[src/include/fp_status_defs.svh]
// Field positions, reset values and codes of the status block
`ifndef FP_STATUS_DEFS_SVH
`define FP_STATUS_DEFS_SVH

// Status register field positions
`define TT_LSB 0
`define TT_MSB 2
`define UEN_BIT 3
`define UF_BIT 4
`define IEN_BIT 5
`define IF_BIT 6
`define RM_LSB 7
`define RM_MSB 8
`define SWF_LSB 9
`define SWF_MSB 15
`define RSVD_LSB 16
`define RSVD_MSB 31
`define STATUS_RESET 32'h0000_0000
`define STATUS_WR_MASK 32'h0000_FFFF

// Trap type codes
`define TT_NONE 3'h0
`define TT_UNDERFLOW 3'h1
`define TT_OVERFLOW 3'h2
`define TT_DIVZERO 3'h3
`define TT_ILLEGAL 3'h4
`define TT_INVALID 3'h5
`define TT_INEXACT 3'h6

// Rounding mode codes
`define RM_NEAREST 2'h0
`define RM_ZERO 2'h1
`define RM_POS_INF 2'h2
`define RM_NEG_INF 2'h3

// Integer lengths
`define ISZ_BYTE 2'h0
`define ISZ_WORD 2'h1
`define ISZ_DWORD 2'h2

// Illegal instruction forms: low byte and bits 13..10
`define ILL_LOW_BYTE 8'hBE
`define ILL_FORM_A 4'h3
`define ILL_FORM_B 4'h9

// Floating formats
`define SP_BIAS 12'h07F
`define DP_BIAS 12'h3FF

`endif

[src/include/fp_status_pkg.sv]
// Types used by the status block; its register file defines its own
`include "fp_status_defs.svh"
package fp_status_pkg;

    typedef enum logic [2:0] {
        TRAP_NONE = `TT_NONE,
        TRAP_UNDERFLOW = `TT_UNDERFLOW,
        TRAP_OVERFLOW = `TT_OVERFLOW,
        TRAP_DIVZERO = `TT_DIVZERO,
        TRAP_ILLEGAL = `TT_ILLEGAL,
        TRAP_INVALID = `TT_INVALID,
        TRAP_INEXACT = `TT_INEXACT
    } trap_code_t;

    typedef enum logic [1:0] {
        ROUND_NEAREST = `RM_NEAREST,
        ROUND_ZERO = `RM_ZERO,
        ROUND_POS_INF = `RM_POS_INF,
        ROUND_NEG_INF = `RM_NEG_INF
    } round_mode_t;

    typedef struct packed {
        logic [6:0] software_field;
        logic [1:0] rounding_mode;
        logic inexact_flag;
        logic inexact_trap_en;
        logic underflow_flag;
        logic underflow_trap_en;
        logic [2:0] trap_type;
    } status_t;

    typedef struct packed {
        status_t status;
        logic trap_req;
        logic force_zero;
        logic op_done;
        logic round_up;
        logic [31:0] int_ext;
        logic signed [11:0] exp_true;
        logic cpu_xfer;
        logic fp_reg_hit;
    } core_state_t;

endpackage

[src/core/fp_regfile.sv]
// Floating-point operand registers with pair access and registered read data
`timescale 1ns/10ps
`default_nettype none
module fp_regfile #(
    parameter int DEPTH = 8,
    parameter int WIDTH = 32,
    parameter int AW = 3
) (
    // Clock and reset
    input wire logic core_clk,
    input wire logic srst,
    input wire logic ce,
    // Read port
    input wire logic rd_en,
    input wire logic [AW-1:0] rd_addr,
    input wire logic rd_pair,
    output logic [2*WIDTH-1:0] rd_data_r,
    // Write port
    input wire logic wr_en,
    input wire logic [AW-1:0] wr_addr,
    input wire logic wr_pair,
    input wire logic [2*WIDTH-1:0] wr_data
);
    typedef struct packed {
        logic [DEPTH-1:0][WIDTH-1:0] mem;
        logic [2*WIDTH-1:0] rd_data;
    } rf_state_t;

    rf_state_t st_r;
    rf_state_t st_nxt;

    generate
        if (DEPTH != (1 << AW) || DEPTH < 2) begin : g_bad_depth
            $error("fp_regfile depth must be a power of two matching AW");
        end
    endgenerate

    // Even register holds the low half, the next one the high half
    function automatic logic [AW-1:0] even_of(input logic [AW-1:0] a);
        return {a[AW-1:1], 1'b0};
    endfunction

    always_comb begin
        st_nxt = st_r;
        if (wr_en) begin
            if (wr_pair) begin
                st_nxt.mem[even_of(wr_addr)] = wr_data[WIDTH-1:0];
                st_nxt.mem[even_of(wr_addr) | AW'(1)] = wr_data[2*WIDTH-1:WIDTH];
            end else begin
                st_nxt.mem[wr_addr] = wr_data[WIDTH-1:0];
            end
        end
        if (rd_en) begin
            if (rd_pair) begin
                st_nxt.rd_data = {st_r.mem[even_of(rd_addr) | AW'(1)],
                                  st_r.mem[even_of(rd_addr)]};
            end else begin
                st_nxt.rd_data = {{WIDTH{1'b0}}, st_r.mem[rd_addr]};
            end
        end
    end

    always_ff @(posedge core_clk) begin
        if (srst) begin
            st_r <= '0;
        end else if (ce) begin
            st_r <= st_nxt;
        end
    end

    assign rd_data_r = st_r.rd_data;
endmodule // fp_regfile
`default_nettype wire

[src/core/fp_status_unit.sv]
// Status, rounding and exception recording of the floating-point coprocessor
// What this block does
// - Integers two's complement, byte word dword
// - Eight 32-bit floating operand registers
// - Double pair: even low, odd high
// - Integer register operand goes via CPU
// - Two-bit rounding mode at bits 7-8
// - Nearest ties round to even
// - Underflow traps if enabled, else zero
// - Inexact traps if enabled, else rounded
// - Clean completion loads trap type zero
// - Trap type cleared by reset, written by load
// - Underflow always recorded, inexact only alone
// - Overflow records code 010
// - Nonzero by zero records code 011
// - Two illegal encodings record code 100
// - Reserved operand or zero/zero: 101
// - Other exception beats inexact, flag kept
// - Underflow flag sticky, cleared by load
// - Inexact flag sticky, only without errors
// - Software field stored, no side effect
// - Reserved operand invalid unless plain move
// - Exponent bias 127 single, 1023 double
`timescale 1ns/10ps
`default_nettype none
`include "fp_status_defs.svh"
module fp_status_unit
    import fp_status_pkg::*;
#(
    parameter int FP_REGS = 8,
    parameter int FP_WIDTH = 32
) (
    // Clock, reset, enable
    input wire logic core_clk,
    input wire logic srst,
    input wire logic ce,
    // Status register load and store
    input wire logic ld_status_valid,
    input wire logic [31:0] ld_status_data,
    output logic [31:0] status_reg_r,
    // Instruction completion
    input wire logic op_valid,
    input wire logic [23:0] op_instr,
    input wire logic op_double,
    input wire logic op_is_divide,
    input wire logic op_is_move,
    input wire logic [63:0] op_a,
    input wire logic [63:0] op_b,
    input wire logic res_overflow,
    input wire logic res_underflow,
    input wire logic res_inexact,
    output logic op_done_r,
    output logic trap_req_r,
    output logic force_zero_r,
    output logic signed [11:0] exp_true_r,
    // Rounding decision
    input wire logic rnd_valid,
    input wire logic rnd_sign,
    input wire logic rnd_lsb,
    input wire logic rnd_guard,
    input wire logic rnd_sticky,
    output logic round_up_r,
    // Integer operand widening
    input wire logic [31:0] int_in,
    input wire logic [1:0] int_size,
    output logic [31:0] int_ext_r,
    // Operand addressing and register file
    input wire logic opd_valid,
    input wire logic [4:0] opd_gen,
    input wire logic opd_is_float,
    input wire logic opd_double,
    input wire logic opd_write,
    input wire logic [63:0] opd_wr_data,
    output logic cpu_xfer_r,
    output logic fp_reg_hit_r,
    output logic [63:0] rd_data_r
);
    localparam int AW = $clog2(FP_REGS);

    generate
        if (FP_REGS != 8 || FP_WIDTH != 32) begin : g_bad_cfg
            $error("fp_status_unit serves eight 32-bit registers only");
        end
    endgenerate

    core_state_t st_r;
    core_state_t st_nxt;

    // Reserved: exponent all ones, or all zeros with nonzero fraction
    function automatic logic is_reserved(input logic [63:0] v, input logic dbl);
        logic [10:0] e;
        logic [51:0] f;
        e = dbl ? v[62:52] : {3'h0, v[30:23]};
        f = dbl ? v[51:0] : {29'h0, v[22:0]};
        if (dbl) begin
            return (e == 11'h7FF) || (e == 11'h000 && f != 52'h0);
        end
        return (e == 11'h0FF) || (e == 11'h000 && f != 52'h0);
    endfunction

    function automatic logic is_zero(input logic [63:0] v, input logic dbl);
        return dbl ? (v[62:0] == 63'h0) : (v[30:0] == 31'h0);
    endfunction

    // Increment decision for one result, per mode
    function automatic logic round_inc(input logic [1:0] mode, input logic sgn,
                                       input logic lsb, input logic g, input logic s);
        case (mode)
            `RM_NEAREST: return g & (s | lsb);
            `RM_ZERO: return 1'b0;
            `RM_POS_INF: return ~sgn & (g | s);
            `RM_NEG_INF: return sgn & (g | s);
            default: return 1'b0;
        endcase
    endfunction

    // Register mode when the top two gen bits are zero
    logic reg_mode;
    logic illegal;
    logic invalid;
    logic divzero;
    logic other_exc;
    logic [2:0] code;
    logic [10:0] raw_exp;

    assign reg_mode = (opd_gen[4:3] == 2'b00);
    assign illegal = (op_instr[7:0] == `ILL_LOW_BYTE) &&
                     (op_instr[13:10] == `ILL_FORM_A || op_instr[13:10] == `ILL_FORM_B);
    assign invalid = (!op_is_move && (is_reserved(op_a, op_double) ||
                      is_reserved(op_b, op_double))) ||
                     (op_is_divide && is_zero(op_a, op_double) &&
                      is_zero(op_b, op_double));
    assign divzero = op_is_divide && is_zero(op_b, op_double) &&
                     !is_zero(op_a, op_double);
    assign other_exc = illegal | invalid | divzero | res_overflow | res_underflow;
    assign raw_exp = op_double ? op_a[62:52] : {3'h0, op_a[30:23]};

    // Worst exception wins the code; inexact only when nothing else
    always_comb begin
        if (illegal) begin
            code = `TT_ILLEGAL;
        end else if (invalid) begin
            code = `TT_INVALID;
        end else if (divzero) begin
            code = `TT_DIVZERO;
        end else if (res_overflow) begin
            code = `TT_OVERFLOW;
        end else if (res_underflow) begin
            code = `TT_UNDERFLOW;
        end else if (res_inexact) begin
            code = `TT_INEXACT;
        end else begin
            code = `TT_NONE;
        end
    end

    always_comb begin
        st_nxt = st_r;
        st_nxt.trap_req = 1'b0;
        st_nxt.force_zero = 1'b0;
        st_nxt.op_done = 1'b0;
        // Load first, so a completing op in the same cycle still sets flags
        if (ld_status_valid) begin
            st_nxt.status = status_t'(ld_status_data[`SWF_MSB:0]);
        end
        if (op_valid) begin
            st_nxt.op_done = 1'b1;
            st_nxt.status.trap_type = code;
            if (res_underflow) begin
                st_nxt.status.underflow_flag = 1'b1;
            end
            if (res_inexact && !other_exc) begin
                st_nxt.status.inexact_flag = 1'b1;
            end
            st_nxt.trap_req = illegal | invalid | divzero | res_overflow |
                              (res_underflow & st_r.status.underflow_trap_en) |
                              (res_inexact & !other_exc &
                               st_r.status.inexact_trap_en);
            st_nxt.force_zero = res_underflow & !st_r.status.underflow_trap_en;
            st_nxt.exp_true = $signed({1'b0, raw_exp}) -
                              $signed(op_double ? `DP_BIAS : `SP_BIAS);
        end
        if (rnd_valid) begin
            st_nxt.round_up = round_inc(st_r.status.rounding_mode, rnd_sign, rnd_lsb,
                                        rnd_guard, rnd_sticky);
        end
        case (int_size)
            `ISZ_BYTE: st_nxt.int_ext = {{24{int_in[7]}}, int_in[7:0]};
            `ISZ_WORD: st_nxt.int_ext = {{16{int_in[15]}}, int_in[15:0]};
            default: st_nxt.int_ext = int_in;
        endcase
        if (opd_valid) begin
            st_nxt.fp_reg_hit = reg_mode & opd_is_float;
            st_nxt.cpu_xfer = reg_mode & !opd_is_float;
        end else begin
            st_nxt.fp_reg_hit = 1'b0;
            st_nxt.cpu_xfer = 1'b0;
        end
    end

    always_ff @(posedge core_clk) begin
        if (srst) begin
            st_r <= '0;
        end else if (ce) begin
            st_r <= st_nxt;
        end
    end

    // Integer register operands never touch the local registers
    fp_regfile #(
        .DEPTH(FP_REGS),
        .WIDTH(FP_WIDTH),
        .AW(AW)
    ) u_regs (
        .core_clk(core_clk),
        .srst(srst),
        .ce(ce),
        .rd_en(opd_valid & reg_mode & opd_is_float & !opd_write),
        .rd_addr(opd_gen[AW-1:0]),
        .rd_pair(opd_double),
        .rd_data_r(rd_data_r),
        .wr_en(opd_valid & reg_mode & opd_is_float & opd_write),
        .wr_addr(opd_gen[AW-1:0]),
        .wr_pair(opd_double),
        .wr_data(opd_wr_data)
    );

    assign status_reg_r = {16'h0000, st_r.status};
    assign op_done_r = st_r.op_done;
    assign trap_req_r = st_r.trap_req;
    assign force_zero_r = st_r.force_zero;
    assign exp_true_r = st_r.exp_true;
    assign round_up_r = st_r.round_up;
    assign int_ext_r = st_r.int_ext;
    assign cpu_xfer_r = st_r.cpu_xfer;
    assign fp_reg_hit_r = st_r.fp_reg_hit;
endmodule // fp_status_unit
`default_nettype wire

[config.mk]
export PLATFORM = sky130hd
export DESIGN_NAME = fp_status_unit
export DESIGN_NICKNAME = d
export VERILOG_FILES = /design/src/include/fp_status_pkg.sv /design/src/core/fp_regfile.sv /design/src/core/fp_status_unit.sv
export VERILOG_INCLUDE_DIRS = /design/src /design/src/include
export SDC_FILE = /design/constraint.sdc
export NUM_CORES = 1
export LEC_CHECK = 0
export BUFFER_PORTS_ARGS = -buffer_cell sky130_fd_sc_hd__buf_2
export CAP_MARGIN = 20
export CORE_MARGIN = 5
export CORE_UTILIZATION = 45
export CTS_CLUSTER_DIAMETER = 120
export DETAILED_ROUTE_END_ITERATION = 6
export GPL_TIMING_DRIVEN = 1
export PLACE_DENSITY = 0.68
export SKIP_LAST_GASP = 1
export SLEW_MARGIN = 40
export SYNTH_ARGS = -nofsm -noshare
export SYNTH_HDL_FRONTEND = slang
export SYNTH_SLANG_ARGS = --single-unit
[constraint.sdc]
create_clock -name core_clk -period 5.4 [get_ports core_clk]
set_input_delay 0.27 -clock core_clk [delete_from_list [all_inputs] [get_ports core_clk]]
set_output_delay 0.27 -clock core_clk [all_outputs]
set_load 0.01 [all_outputs]
==> results of run 1 <==
==> per-layer routing <==
metal | global-route usage | vias up | share of wire
li1 | - | 7364 | -
met1 | 0.312 | 7211 | 0.42
met2 | 0.413 | 518 | 0.49
met3 | 0.0404 | 88 | 0.065
met4 | 0.0691 | 6 | 0.025
met5 | 0 | - | 0.00078
==> worst min path at each step <==
stage,start,endpoint,depth (start not counted),slack [ns]
after global routing,opd_wr_data[12],u_regs.st_r[268],3,0.02
after global placement,u_regs.st_r[132],u_regs.st_r[132],2,0.44
after floorplan,opd_wr_data[0],u_regs.st_r[128],2,0.41
after detailed placement,u_regs.rd_data_r[54],u_regs.rd_data_r[54],2,0.44
final,opd_wr_data[18],u_regs.st_r[210],3,0.02
after CTS,opd_wr_data[21],u_regs.st_r[213],3,0.003
==> cells in the mapped netlist, types with 3 or more instances <==
cell type	n
sky130_fd_sc_hd__a211oi_1	130
sky130_fd_sc_hd__a21oi_1	208
sky130_fd_sc_hd__a22oi_1	33
sky130_fd_sc_hd__a311oi_1	41
sky130_fd_sc_hd__a31oi_1	5
sky130_fd_sc_hd__and2_1	3
sky130_fd_sc_hd__and3_1	3
sky130_fd_sc_hd__buf_1	8
sky130_fd_sc_hd__buf_2	17
sky130_fd_sc_hd__buf_4	80
sky130_fd_sc_hd__clkbuf_1	138
sky130_fd_sc_hd__dfxtp_1	386
sky130_fd_sc_hd__inv_1	6
sky130_fd_sc_hd__mux2i_1	15
sky130_fd_sc_hd__mux4_2	64
sky130_fd_sc_hd__nand2_1	419
sky130_fd_sc_hd__nand2b_1	3
sky130_fd_sc_hd__nand3_1	38
sky130_fd_sc_hd__nand3b_1	5
sky130_fd_sc_hd__nand4_1	11
sky130_fd_sc_hd__nor2_1	211
sky130_fd_sc_hd__nor2b_1	5
sky130_fd_sc_hd__nor3_1	28
sky130_fd_sc_hd__nor3b_1	5
sky130_fd_sc_hd__nor4_1	25
sky130_fd_sc_hd__o211ai_1	3
sky130_fd_sc_hd__o21ai_0	14
sky130_fd_sc_hd__o31ai_1	3
sky130_fd_sc_hd__or3_1	3
sky130_fd_sc_hd__xnor2_1	8
==> flip-flops by register name, summed over array words and instances, names as in the netlist <==
name / count
u_regs.st_r: 256
u_regs.rd_data_r: 64
int_ext_r: 32
status_reg_r: 16
exp_true_r: 12
cpu_xfer_r: 1
force_zero_r: 1
fp_reg_hit_r: 1
op_done_r: 1
round_up_r: 1
trap_req_r: 1
==> timing repair <==
item | in CTS | in global routing
hold endpoints to repair | 42 | 0
hold buffers | 30 | 0
gates resized for setup | 0 | 0
setup endpoints to repair | 0 | 0
==> cell families after synthesis <==
logic type | after synthesis | share of synthesized area
mux | 79 | 0.0944
xor+xnor | 9 | 0.00467
simple gates | 771 | 0.191
compound gates | 458 | 0.176
buf+inv | 249 | 0.0745
fa+ha+maj | 2 | 0.00148
other cells | 1 | 0.000222
flops | 386 | 0.458
==> power groups by stage <==
stage / clock network [uW] / logic (uW) / registers [uW]
final: 2800 / 516 / 2910
after global routing: 2980 / 562 / 2910
after CTS: 2860 / 515 / 2910
after detailed placement: 0 / 496 / 2970
after global placement: 0 / 482 / 2970
after floorplan: 0 / 251 / 2980
==> metrics by stage <==
stage / utilization / hold slack [ns]
5_1_grt: 0.546 / 0.0196
2_1_floorplan: - / 0.406
3_3_place_gp: 0.499 / 0.438
3_5_place_dp: 0.502 / 0.443
4_1_cts: 0.546 / 0.00267
6_report: 0.546 / 0.0172
==> cell type report <==
| class | count | area (um^2) |
|---|---|---|
| clock buffer | 66 | 1300 |
| fill | 3376 | 16900 |
| sequential | 386 | 7730 |
| tap | 474 | 593 |
| inverter | 6 | 22.5 |
| antenna | 1 | 2.50 |
| timing repair buffer | 468 | 2680 |
| multi-input combinational | 1335 | 8010 |
| clock inverter | 5 | 53.8 |
==> worst max-delay path: stages <==
cell and delay (ns):
sky130_fd_sc_hd__buf_2 0.47, sky130_fd_sc_hd__mux2i_1 0.52, sky130_fd_sc_hd__inv_1 0.11, sky130_fd_sc_hd__ha_1 0.26, sky130_fd_sc_hd__nand4b_1 0.13, sky130_fd_sc_hd__a211oi_1 0.09
sky130_fd_sc_hd__and2_1 0.24, sky130_fd_sc_hd__o2bb2ai_1 0.18, sky130_fd_sc_hd__or3_4 0.35, sky130_fd_sc_hd__o311ai_1 0.33, sky130_fd_sc_hd__a21oi_1 0.11
==> implementation parameters, run 1 <==
Parameter                              Value

Route
  Total Wirelength ... 52400 um
  Remaining antenna violation count after routing ... 0
  Detailed Routing Iterations Pass 1 ... 5
  DR vias/cell ... 5.54
  Number of DRC violations after detailed routing ... 0
  Count of vias placed by the detailed router ... 15.2k
  Initial DRC Count ... 1130
  Post-detailed-route wirelength per cell ... 19.1 um

Pwr
  Power per cell area ... 305 mW/mm^2
  Switching power ... 1450 uW
  Static leakage power ... 0.00753 uW
  Share of total power in sequential cells ... 0.467
  Part of the total power dissipated in the clock network ... 0.450
  Cell internal pwr ... 4780 uW
  Final Power ... 6230 uW
  Share of power burned in combinational logic ... 0.083
  Net switching share of the total power ... 0.232
  Worst voltage drop across the vdd grid ... 0.214 mV

Timing
  Number of setup violations in the final report ... 0
  Maximum operating frequency ... 374 MHz
  Minimum setup slack in the final design ... 2.73 ns
  Minimum clock period after layout ... 2.67 ns
  Max-slew violations ... 0
  RSZ-0062 raised after global routing ... false
  Post-Route Skew ... 0.0192 ns
  Crit share post-route ... 0.495
  Total count of hold-check failures in the final report ... 0
  Setup tns final ... 0 ns
  Slew of the pin with the lowest slew margin ... 0.908 ns
  Tightest slew margin relative to the limit ... 0.395

Worst hold path
  Hold WC Path Type ... in2reg

Clock tree
  Number of buffers created by CTS ... 42
  Clock latency on the worst-skew pair ... 0.54 ns
  Post-CTS Setup Bufs ... 0
  Total number of H-tree levels ... 2
  Count of clock tree sinks ... 386
  Root buffer cell ... sky130_fd_sc_hd__clkbuf_16
  Post-CTS clock slew at the launch and capture registers of the worst setup and hold paths ... 0.06 ns
  TritonCTS clock tree ... done
  Worst-case clock buffer depth ... 3

Cells and area
  Synthesis-to-layout area growth ... 20.9%
  Leading cell type in the layout, fill and taps excluded ... sky130_fd_sc_hd__nand2_1
  Post-layout instance count excluding filler cells ... 2741
  Post-Layout Inst Area ... 0.0204 mm^2
  Fraction of final layout cells sized beyond drive strength 1 ... 0.257
  Highest-count cells in the layout ignoring fill and taps ... sky130_fd_sc_hd__nand2_1 (419), sky130_fd_sc_hd__buf_2 (403), sky130_fd_sc_hd__dfxtp_1 (386), sky130_fd_sc_hd__nor2_1 (209), sky130_fd_sc_hd__a21oi_1 (208)
  Count of nets after finishing ... 2548

Synth
  Summed instance area of the synthesized netlist ... 0.0169 mm^2
  EDFF count, synth ... 0
  Post-synthesis cell count ... 1955
  Fraction of synthesized cell area taken by the top area cell type ... 0.458
  FFs w/ async S/R, synth ... 0
  Post-synthesis sequential element count ... 386
  Flip-flop cell with the highest count after synthesis ... sky130_fd_sc_hd__dfxtp_1
  Largest cells by area after synthesis ... sky130_fd_sc_hd__dfxtp_1 (46%), sky130_fd_sc_hd__nand2_1 (9.3%), sky130_fd_sc_hd__mux4_2 (8.5%)
  Number of unique standard cell types used by synthesis ... 63
  Synth area leader ... sky130_fd_sc_hd__dfxtp_1
  Count of synthesis-stage warnings from yosys ... 0
  Register area share after synthesis ... 0.458
  Synth Area per Inst ... 8.63 um^2

Setup path
  End point of the critical path ... status_reg_r[0]
  FF-to-FF End ... u_regs.rd_data_r[17]
  Maximum net fanout on the critical path ... 29
  Worst path arrival time ... 3.07 ns
  Worst endpoint required time ... 5.80 ns
  Internal reg-to-reg setup slack ... 4.19 ns
  Critical Setup Path Class ... in2reg
  Worst Setup Start Kind ... input port
  Worst setup path startpoint ... op_double
  Cell depth of the worst flop-to-flop path ... 3
  Worst reg2reg path startpoint ... u_regs.st_r[305]
  Critical path endpoint category ... register

Outcome
  Outcome ... complete, no violations

Die
  Initial Util ... 0.452
  Std-Cell Core Area ... 0.0373 mm^2
  Die Span Y ... 204 um
  Die width ... 204 um
  Die footprint ... 0.0414 mm^2
  Top Ports ... 453
  Rows ... 71

Global route
  Initial antenna violation count ... 7
  Maximum number of pins on one net before global-route repair ... 179
  First-pass GRT wire length ... 80600 um
  Vias in the first global route ... 14.6k
  Global route total overflow ... 0
  Global Route Usage Sum ... 0.240

Placed design
  Placement-stage worst setup slack ... 2.20 ns
  Placed Area ... 0.0187 mm^2
  Port Buffers ... 406
  DPL Wire Length ... 37400 um
  RD Place Congestion ... 0.861
  Placed insts ... 2639

Flow run
  Number of max-cap violations ... 0
No activity file was read; power rests on OpenSTA's default activity.
==> run 2: changes to the inputs <==
- PLACE_DENSITY: 0.68 -> 0.71
- clock period: 5.4 -> 2.29 ns (I/O delays scaled with it)
==> run 2 against run 1 <==
Against the previous run:
- the flow now finishes with violations (negative hold slack)
- critical path type unchanged
- sequential power is 140% higher
- highest routed layer is now met4
- combinational power rose to 2.7 times the previous value
- wire length up 4.4%
- global-route usage increased by 1.2 points
- critical endpoint unchanged
==> implementation parameters, run 2 (synthesis results as in run 1) <==
Parameter                              Value

Cells and area
  Synthesis-to-layout area growth ... 27.6%
  Highest-count cells in the layout ignoring fill and taps ... sky130_fd_sc_hd__nand2_1 (419), sky130_fd_sc_hd__buf_2 (403), sky130_fd_sc_hd__dfxtp_1 (386), sky130_fd_sc_hd__nor2_1 (209), sky130_fd_sc_hd__a21oi_1 (208)
  Post-Layout Inst Area ... 0.0215 mm^2 (+5.6%)
  Antenna diode instance count ... 0 (-1)
  Leading cell type in the layout, fill and taps excluded ... sky130_fd_sc_hd__nand2_1
  Number of flip-flops under the largest register name ... 256 (unchanged)
  Register name with the most flops ... u_regs.st_r
  Number of fill cells in the layout ... 3237 (-4.1%)
  Fraction of final layout cells sized beyond drive strength 1 ... 0.262 (+0.00512)
  End-of-flow core utilization ... 0.577 (+0.0304)
  Count of nets after finishing ... 2661 (+4.4%)

Global route
  Maximum number of pins on one net before global-route repair ... 116 (-35%)
  Vias in the first global route ... 15.3k (+4.9%)
  Global Route Usage Sum ... 0.252 (+0.0122)
  Global route total overflow ... 0 (unchanged)
  Initial antenna violation count ... 1 (-6)
  First-pass GRT wire length ... 84600 um (+5.0%)

Setup path
  Worst setup path startpoint ... op_double
  Worst Setup Start Kind ... input port
  Worst reg2reg path startpoint ... status_reg_r[8]
  Worst endpoint required time ... 2.71 ns (-3.09 ns)
  Critical path endpoint category ... register
  Critical Setup Path Class ... in2reg
  Maximum net fanout on the critical path ... 4 (-86%)
  Worst path arrival time ... 2.65 ns (-0.42 ns)

Timing
  Total count of hold-check failures in the final report ... 1 (+1)
  Crit share post-route ... 0.971
  RSZ-0062 raised after global routing ... true
  Number of setup violations in the final report ... 0 (unchanged)
  Maximum operating frequency ... 450 MHz
  Worst-case hold slack ... -0.0385 ns (-0.0556 ns)
  Slew of the pin with the lowest slew margin ... 0.686 ns (-0.222 ns)
  Minimum clock period after layout ... 2.22 ns
  Post-Route Skew ... 0.0228 ns (+0.00354 ns)
  Setup tns final ... 0 ns (unchanged)
  Max-slew violations ... 0 (unchanged)
  Tightest slew margin relative to the limit ... 0.543 (+0.148)

Clock tree
  Total number of H-tree levels ... 2 (unchanged)
  Root buffer cell ... sky130_fd_sc_hd__clkbuf_16
  Number of buffers created by CTS ... 41 (-2.4%)
  Count of clock tree sinks ... 386 (unchanged)
  Worst-case clock buffer depth ... 3 (unchanged)
  Post-CTS clock slew at the launch and capture registers of the worst setup and hold paths ... 0.06 ns (about the same)
  Clock latency on the worst-skew pair ... 0.55 ns (about the same)
  TritonCTS clock tree ... done

Die
  Std-Cell Core Area ... 0.0373 mm^2 (unchanged)
  Die Span Y ... 204 um (unchanged)
  Die width ... 204 um (unchanged)
  Die footprint ... 0.0414 mm^2 (unchanged)
  Rows ... 71 (unchanged)
  Top Ports ... 453 (unchanged)
  Initial Util ... 0.452 (unchanged)

Outcome
  Violated checks ... negative hold slack
  Outcome ... finished with violations

Placed design
  RD Place Congestion ... 0.864 (+0.40%)
  DPL Wire Length ... 38500 um (+2.9%)
  Placed Area ... 0.0191 mm^2 (+2.2%)
  Port Buffers ... 406 (unchanged)

Pwr
  Final Power ... 14700 uW (+140%)
  Static leakage power ... 0.00804 uW (+6.7%)
  Power per cell area ... 681 mW/mm^2 (+120%)
  Worst voltage drop across the vdd grid ... 0.503 mV (+140%)

Flow run
  Number of max-cap violations ... 0 (unchanged)

Route
  Total Wirelength ... 54700 um (+4.4%)
  Remaining antenna violation count after routing ... 0 (unchanged)
  DR vias/cell ... 5.55 (+0.25%)
  Detailed Routing Iterations Pass 1 ... 6 (+1)
  Post-detailed-route wirelength per cell ... 19.2 um (+0.30%)
  Count of vias placed by the detailed router ... 15.8k (+4.3%)
  Initial DRC Count ... 1302 (+15%)
  Number of DRC violations after detailed routing ... 0 (unchanged)

Worst hold path
  Hold WC Path Type ... in2reg
  Hold wc startpoint ... ld_status_data[2]
-- run 2: report_power, final --
part           switching (uW)  leakage, uW  internal (uW)  total [uW]
registers                54.2      0.00312           6810        6860
clock network            2710     0.000621           3710        6420
logic                     782      0.00430            602        1380
-- run 2: through the flow --
| stage | std cells | setup WS (ns) |
|---|---|---|
| 4_1_cts | 2849 | 0.0856 |
| 3_3_place_gp | 2676 | 0.113 |
| 2_1_floorplan | 1970 | 0.0178 |
| 3_5_place_dp | 2676 | 0.0894 |
| 6_report | 2852 | 0.0667 |
| 5_1_grt | 2852 | -0.0489 |
-- run 2: layout make-up --
cell class                      instances  area [um^2]  share of cell area
Clock buffer                           60         1150              0.0533
Sequential cell                       386         7730               0.359
Tap cell                              474          593              0.0276
Clock inverter                          9          133             0.00616
Multi-Input combinational cell       1335         8050               0.374
Inverter                                6         22.5             0.00105
Timing Repair Buffer                  582         3850               0.179
-- run 2: final timing paths --
check | cells after the start | end | slack, ns
max | 12 | status_reg_r[0] | 0.07
min | 3 | status_reg_r[2] | -0.04
max reg2reg | 6 | round_up_r | 0.71
min reg2reg | 2 | exp_true_r[5] | 0.45
-- run 2: routing by layer --
metal  GRT usage  vias up  share of wire
met3      0.0436      110          0.072
met5           0        -              0
met1       0.321     7478           0.40
li1            -     7607              -
met4      0.0817        0          0.033
met2       0.436      647           0.49
-- run 2: worst max-delay path, stage by stage --
cell and delay, ns:
sky130_fd_sc_hd__clkbuf_4 0.15, sky130_fd_sc_hd__mux2i_2 0.24, sky130_fd_sc_hd__inv_1 0.07, sky130_fd_sc_hd__ha_2 0.20
sky130_fd_sc_hd__nand4_1 0.13, sky130_fd_sc_hd__a211oi_2 0.09, sky130_fd_sc_hd__and2_4 0.17, sky130_fd_sc_hd__o2bb2ai_1 0.14
sky130_fd_sc_hd__or3_4 0.41, sky130_fd_sc_hd__o311ai_2 0.24, sky130_fd_sc_hd__a21oi_1 0.10, sky130_fd_sc_hd__dlygate4sd3_1 0.58
-- run 2: timing repair --
| action | 4_1_cts | 5_1_grt |
|---|---|---|
| setup endpoints to repair | 0 | 2 |
| gates resized for setup | 0 | 11 |
| hold endpoints to repair | 198 | 0 |
| hold buffers | 104 | 0 |
| buffers inserted | 0 | 4 |
==> run 3: changes to the inputs <==
- CORE_ASPECT_RATIO: not set -> 0.75
==> run 3 against run 2 <==
Against the previous run:
- the run still ends with negative hold slack left
- global-route usage grew 2.8 points
- die area about the same
- register-to-register slack worse by 0.02 ns
- critical path type unchanged
==> implementation parameters, run 3 (synthesis results as in run 1) <==
Parameter                              Value

Global route
  Global route total overflow ... 0 (unchanged)
  Vias in the first global route ... 15.6k (+2.2%)
  Initial antenna violation count ... 14 (+13)
  Maximum number of pins on one net before global-route repair ... 126 (+8.6%)
  Global Route Usage Sum ... 0.280 (+0.0278)
  First-pass GRT wire length ... 90800 um (+7.4%)

Clock tree
  Post-CTS Setup Bufs ... 0 (unchanged)
  Worst-case clock buffer depth ... 3 (unchanged)
  Count of clock tree sinks ... 386 (unchanged)
  Root buffer cell ... sky130_fd_sc_hd__clkbuf_16
  Post-CTS clock slew at the launch and capture registers of the worst setup and hold paths ... 0.06 ns (about the same)
  Number of buffers created by CTS ... 39 (-4.9%)
  TritonCTS clock tree ... done
  Clock latency on the worst-skew pair ... 0.55 ns (about the same)
  Total number of H-tree levels ... 2 (unchanged)

Die
  Die width ... 234 um (+15%)
  Initial Util ... 0.456 (+0.00359)
  Top Ports ... 453 (unchanged)
  Die Span Y ... 178 um (-13%)
  Die footprint ... 0.0415 mm^2 (about the same)
  Rows ... 61 (-14%)
  Std-Cell Core Area ... 0.0370 mm^2 (-0.79%)

Setup path
  Critical path endpoint category ... register
  Most repeated library cell on the critical path ... sky130_fd_sc_hd__dlygate4sd3_1
  Count of buffering cells on the critical path with inverters included ... 3 (unchanged)
  Worst Setup Start Kind ... input port
  Worst path arrival time ... 2.69 ns (+0.04 ns)
  Maximum net fanout on the critical path ... 5 (+1)
  Cell with the largest stage delay on the worst path ... sky130_fd_sc_hd__dlygate4sd3_1
  Worst-path cell chain ... dlygate4sd3_1 > buf_2 > nor4_2 > a31oi_1 > a211oi_2 > or3_4 > o311ai_1 > dlygate4sd3_1 > a21oi_1
  CP top delay family ... buffers and inverters
  Worst endpoint required time ... 2.76 ns (+0.05 ns)
  Critical Setup Path Class ... in2reg
  Stage delay of the slowest cell on the critical path ... 0.58 ns (about the same)

Timing
  Tightest slew margin relative to the limit ... 0.498 (-0.0450)
  Minimum setup slack in the final design ... 0.0643 ns (-0.00244 ns)
  Post-Route Skew ... 0.0138 ns (-0.00901 ns)
  Maximum operating frequency ... 449 MHz (-0.11%)
  Setup tns final ... 0 ns (unchanged)
  Slew of the pin with the lowest slew margin ... 0.754 ns (+0.0675 ns)
  Worst-case hold slack ... -0.0696 ns (-0.0311 ns)
  Total count of hold-check failures in the final report ... 1 (unchanged)
  Crit share post-route ... 0.972 (+0.00107)
  Number of setup violations in the final report ... 0 (unchanged)
  Max-slew violations ... 0 (unchanged)
  Minimum clock period after layout ... 2.23 ns (+0.00244 ns)

Cells and area
  Fraction of final layout cells sized beyond drive strength 1 ... 0.268 (+0.00521)
  End-of-flow core utilization ... 0.585 (+0.00813)
  Highest-count cells in the layout ignoring fill and taps ... sky130_fd_sc_hd__nand2_1 (419), sky130_fd_sc_hd__buf_2 (403), sky130_fd_sc_hd__dfxtp_1 (386), sky130_fd_sc_hd__nor2_1 (209), sky130_fd_sc_hd__a21oi_1 (208)
  Leading cell type in the layout, fill and taps excluded ... sky130_fd_sc_hd__nand2_1
  Number of fill cells in the layout ... 3150 (-2.7%)
  Number of flip-flops under the largest register name ... 256 (unchanged)
  Register name with the most flops ... u_regs.st_r
  Count of nets after finishing ... 2673 (+0.45%)
  Synthesis-to-layout area growth ... 28.4%

Placed design
  Placement-stage worst setup slack ... 0.0272 ns (-0.0622 ns)
  DPL Wire Length ... 43100 um (+12%)
  Port Buffers ... 406 (unchanged)
  RD Place Congestion ... 0.989 (+14%)

Flow run
  Number of max-cap violations ... 0 (unchanged)

Route
  Total Wirelength ... 60800 um (+11%)
  Number of DRC violations after detailed routing ... 0 (unchanged)
  Initial DRC Count ... 1858 (+43%)
  Post-detailed-route wirelength per cell ... 20.9 um (+9.2%)
  Remaining antenna violation count after routing ... 0 (unchanged)
  Count of vias placed by the detailed router ... 16.5k (+3.9%)
  Detailed Routing Iterations Pass 1 ... 6 (unchanged)
  DR vias/cell ... 5.67 (+2.1%)

Outcome
  Violated checks ... negative hold slack
  Outcome ... finished with violations

Pwr
  Worst voltage drop across the vdd grid ... 0.533 mV (+5.8%)
  Power per cell area ... 682 mW/mm^2 (+0.15%)
  Static leakage power ... 0.00809 uW (+0.61%)

Worst hold path
  Hold WC Path Type ... in2reg
-- run 3: worst paths after layout --
path / endpoint / slack [ns] / start / cells past startpoint
min reg2reg: u_regs.rd_data_r[44] / 0.45 / u_regs.rd_data_r[44] / 2
max: status_reg_r[0] / 0.06 / op_a[62] / 9
max reg2reg: round_up_r / 0.69 / status_reg_r[8] / 6
min: status_reg_r[2] / -0.07 / ld_status_data[2] / 3
-- run 3: per-stage QoR --
stage,area (um^2),hold WS (ns),cells,power [uW]
after global routing,21700,0.0101,2901,15200
after CTS,21600,0.00854,2889,14800
after floorplan,16900,0.250,1970,7620
after detailed placement,19300,0.361,2723,8290
final,21700,-0.0696,2901,14800
after global placement,19300,0.351,2723,8270
-- run 3: power breakdown --
group / total [uW] / switching [uW] / leakage, uW / internal [uW]
logic: 1480 / 843 / 0.00434 / 636
clock network: 6440 / 2680 / 0.000624 / 3770
registers: 6860 / 51.7 / 0.00312 / 6800
total: 14800 / 3570 / 0.00809 / 11200
-- run 3: worst reg2reg max path, stage by stage, from the launching register on --
cell and delay [ns]:
sky130_fd_sc_hd__dfxtp_1 0.43, sky130_fd_sc_hd__nand2_1 0.10, sky130_fd_sc_hd__o22ai_1 0.13, sky130_fd_sc_hd__a21oi_1 0.05
sky130_fd_sc_hd__o2111ai_1 0.10, sky130_fd_sc_hd__a21oi_1 0.09, sky130_fd_sc_hd__dlygate4sd3_1 0.57
-- run 3: cell type report --
cell class / instances / area, um^2 / area share
inverters: 6 / 22.5 / 0.00104
clock inverters: 10 / 143 / 0.00659
well taps: 504 / 631 / 0.0291
repair buffers: 596 / 3930 / 0.181
clock buffers: 51 / 1120 / 0.0518
diodes: 13 / 32.5 / 0.00150
multi-input cells: 1335 / 8050 / 0.372
flip-flops and latches: 386 / 7730 / 0.357
-- run 3: timing repair --
| item | in CTS | in global routing |
|---|---|---|
| resized for setup | 0 | 13 |
| endpoints found under the hold margin | 185 | 0 |
| hold buffers | 105 | 0 |
| setup endpoints to repair | 0 | 2 |
-- run 3: per-layer routing --
metal	share of wire	track usage	wire [um]
met1	0.41	0.405	25000
met2	0.43	0.407	26400
met3	0.11	0.0552	6750
met4	0.043	0.120	2610
met5	0.00018	0	11
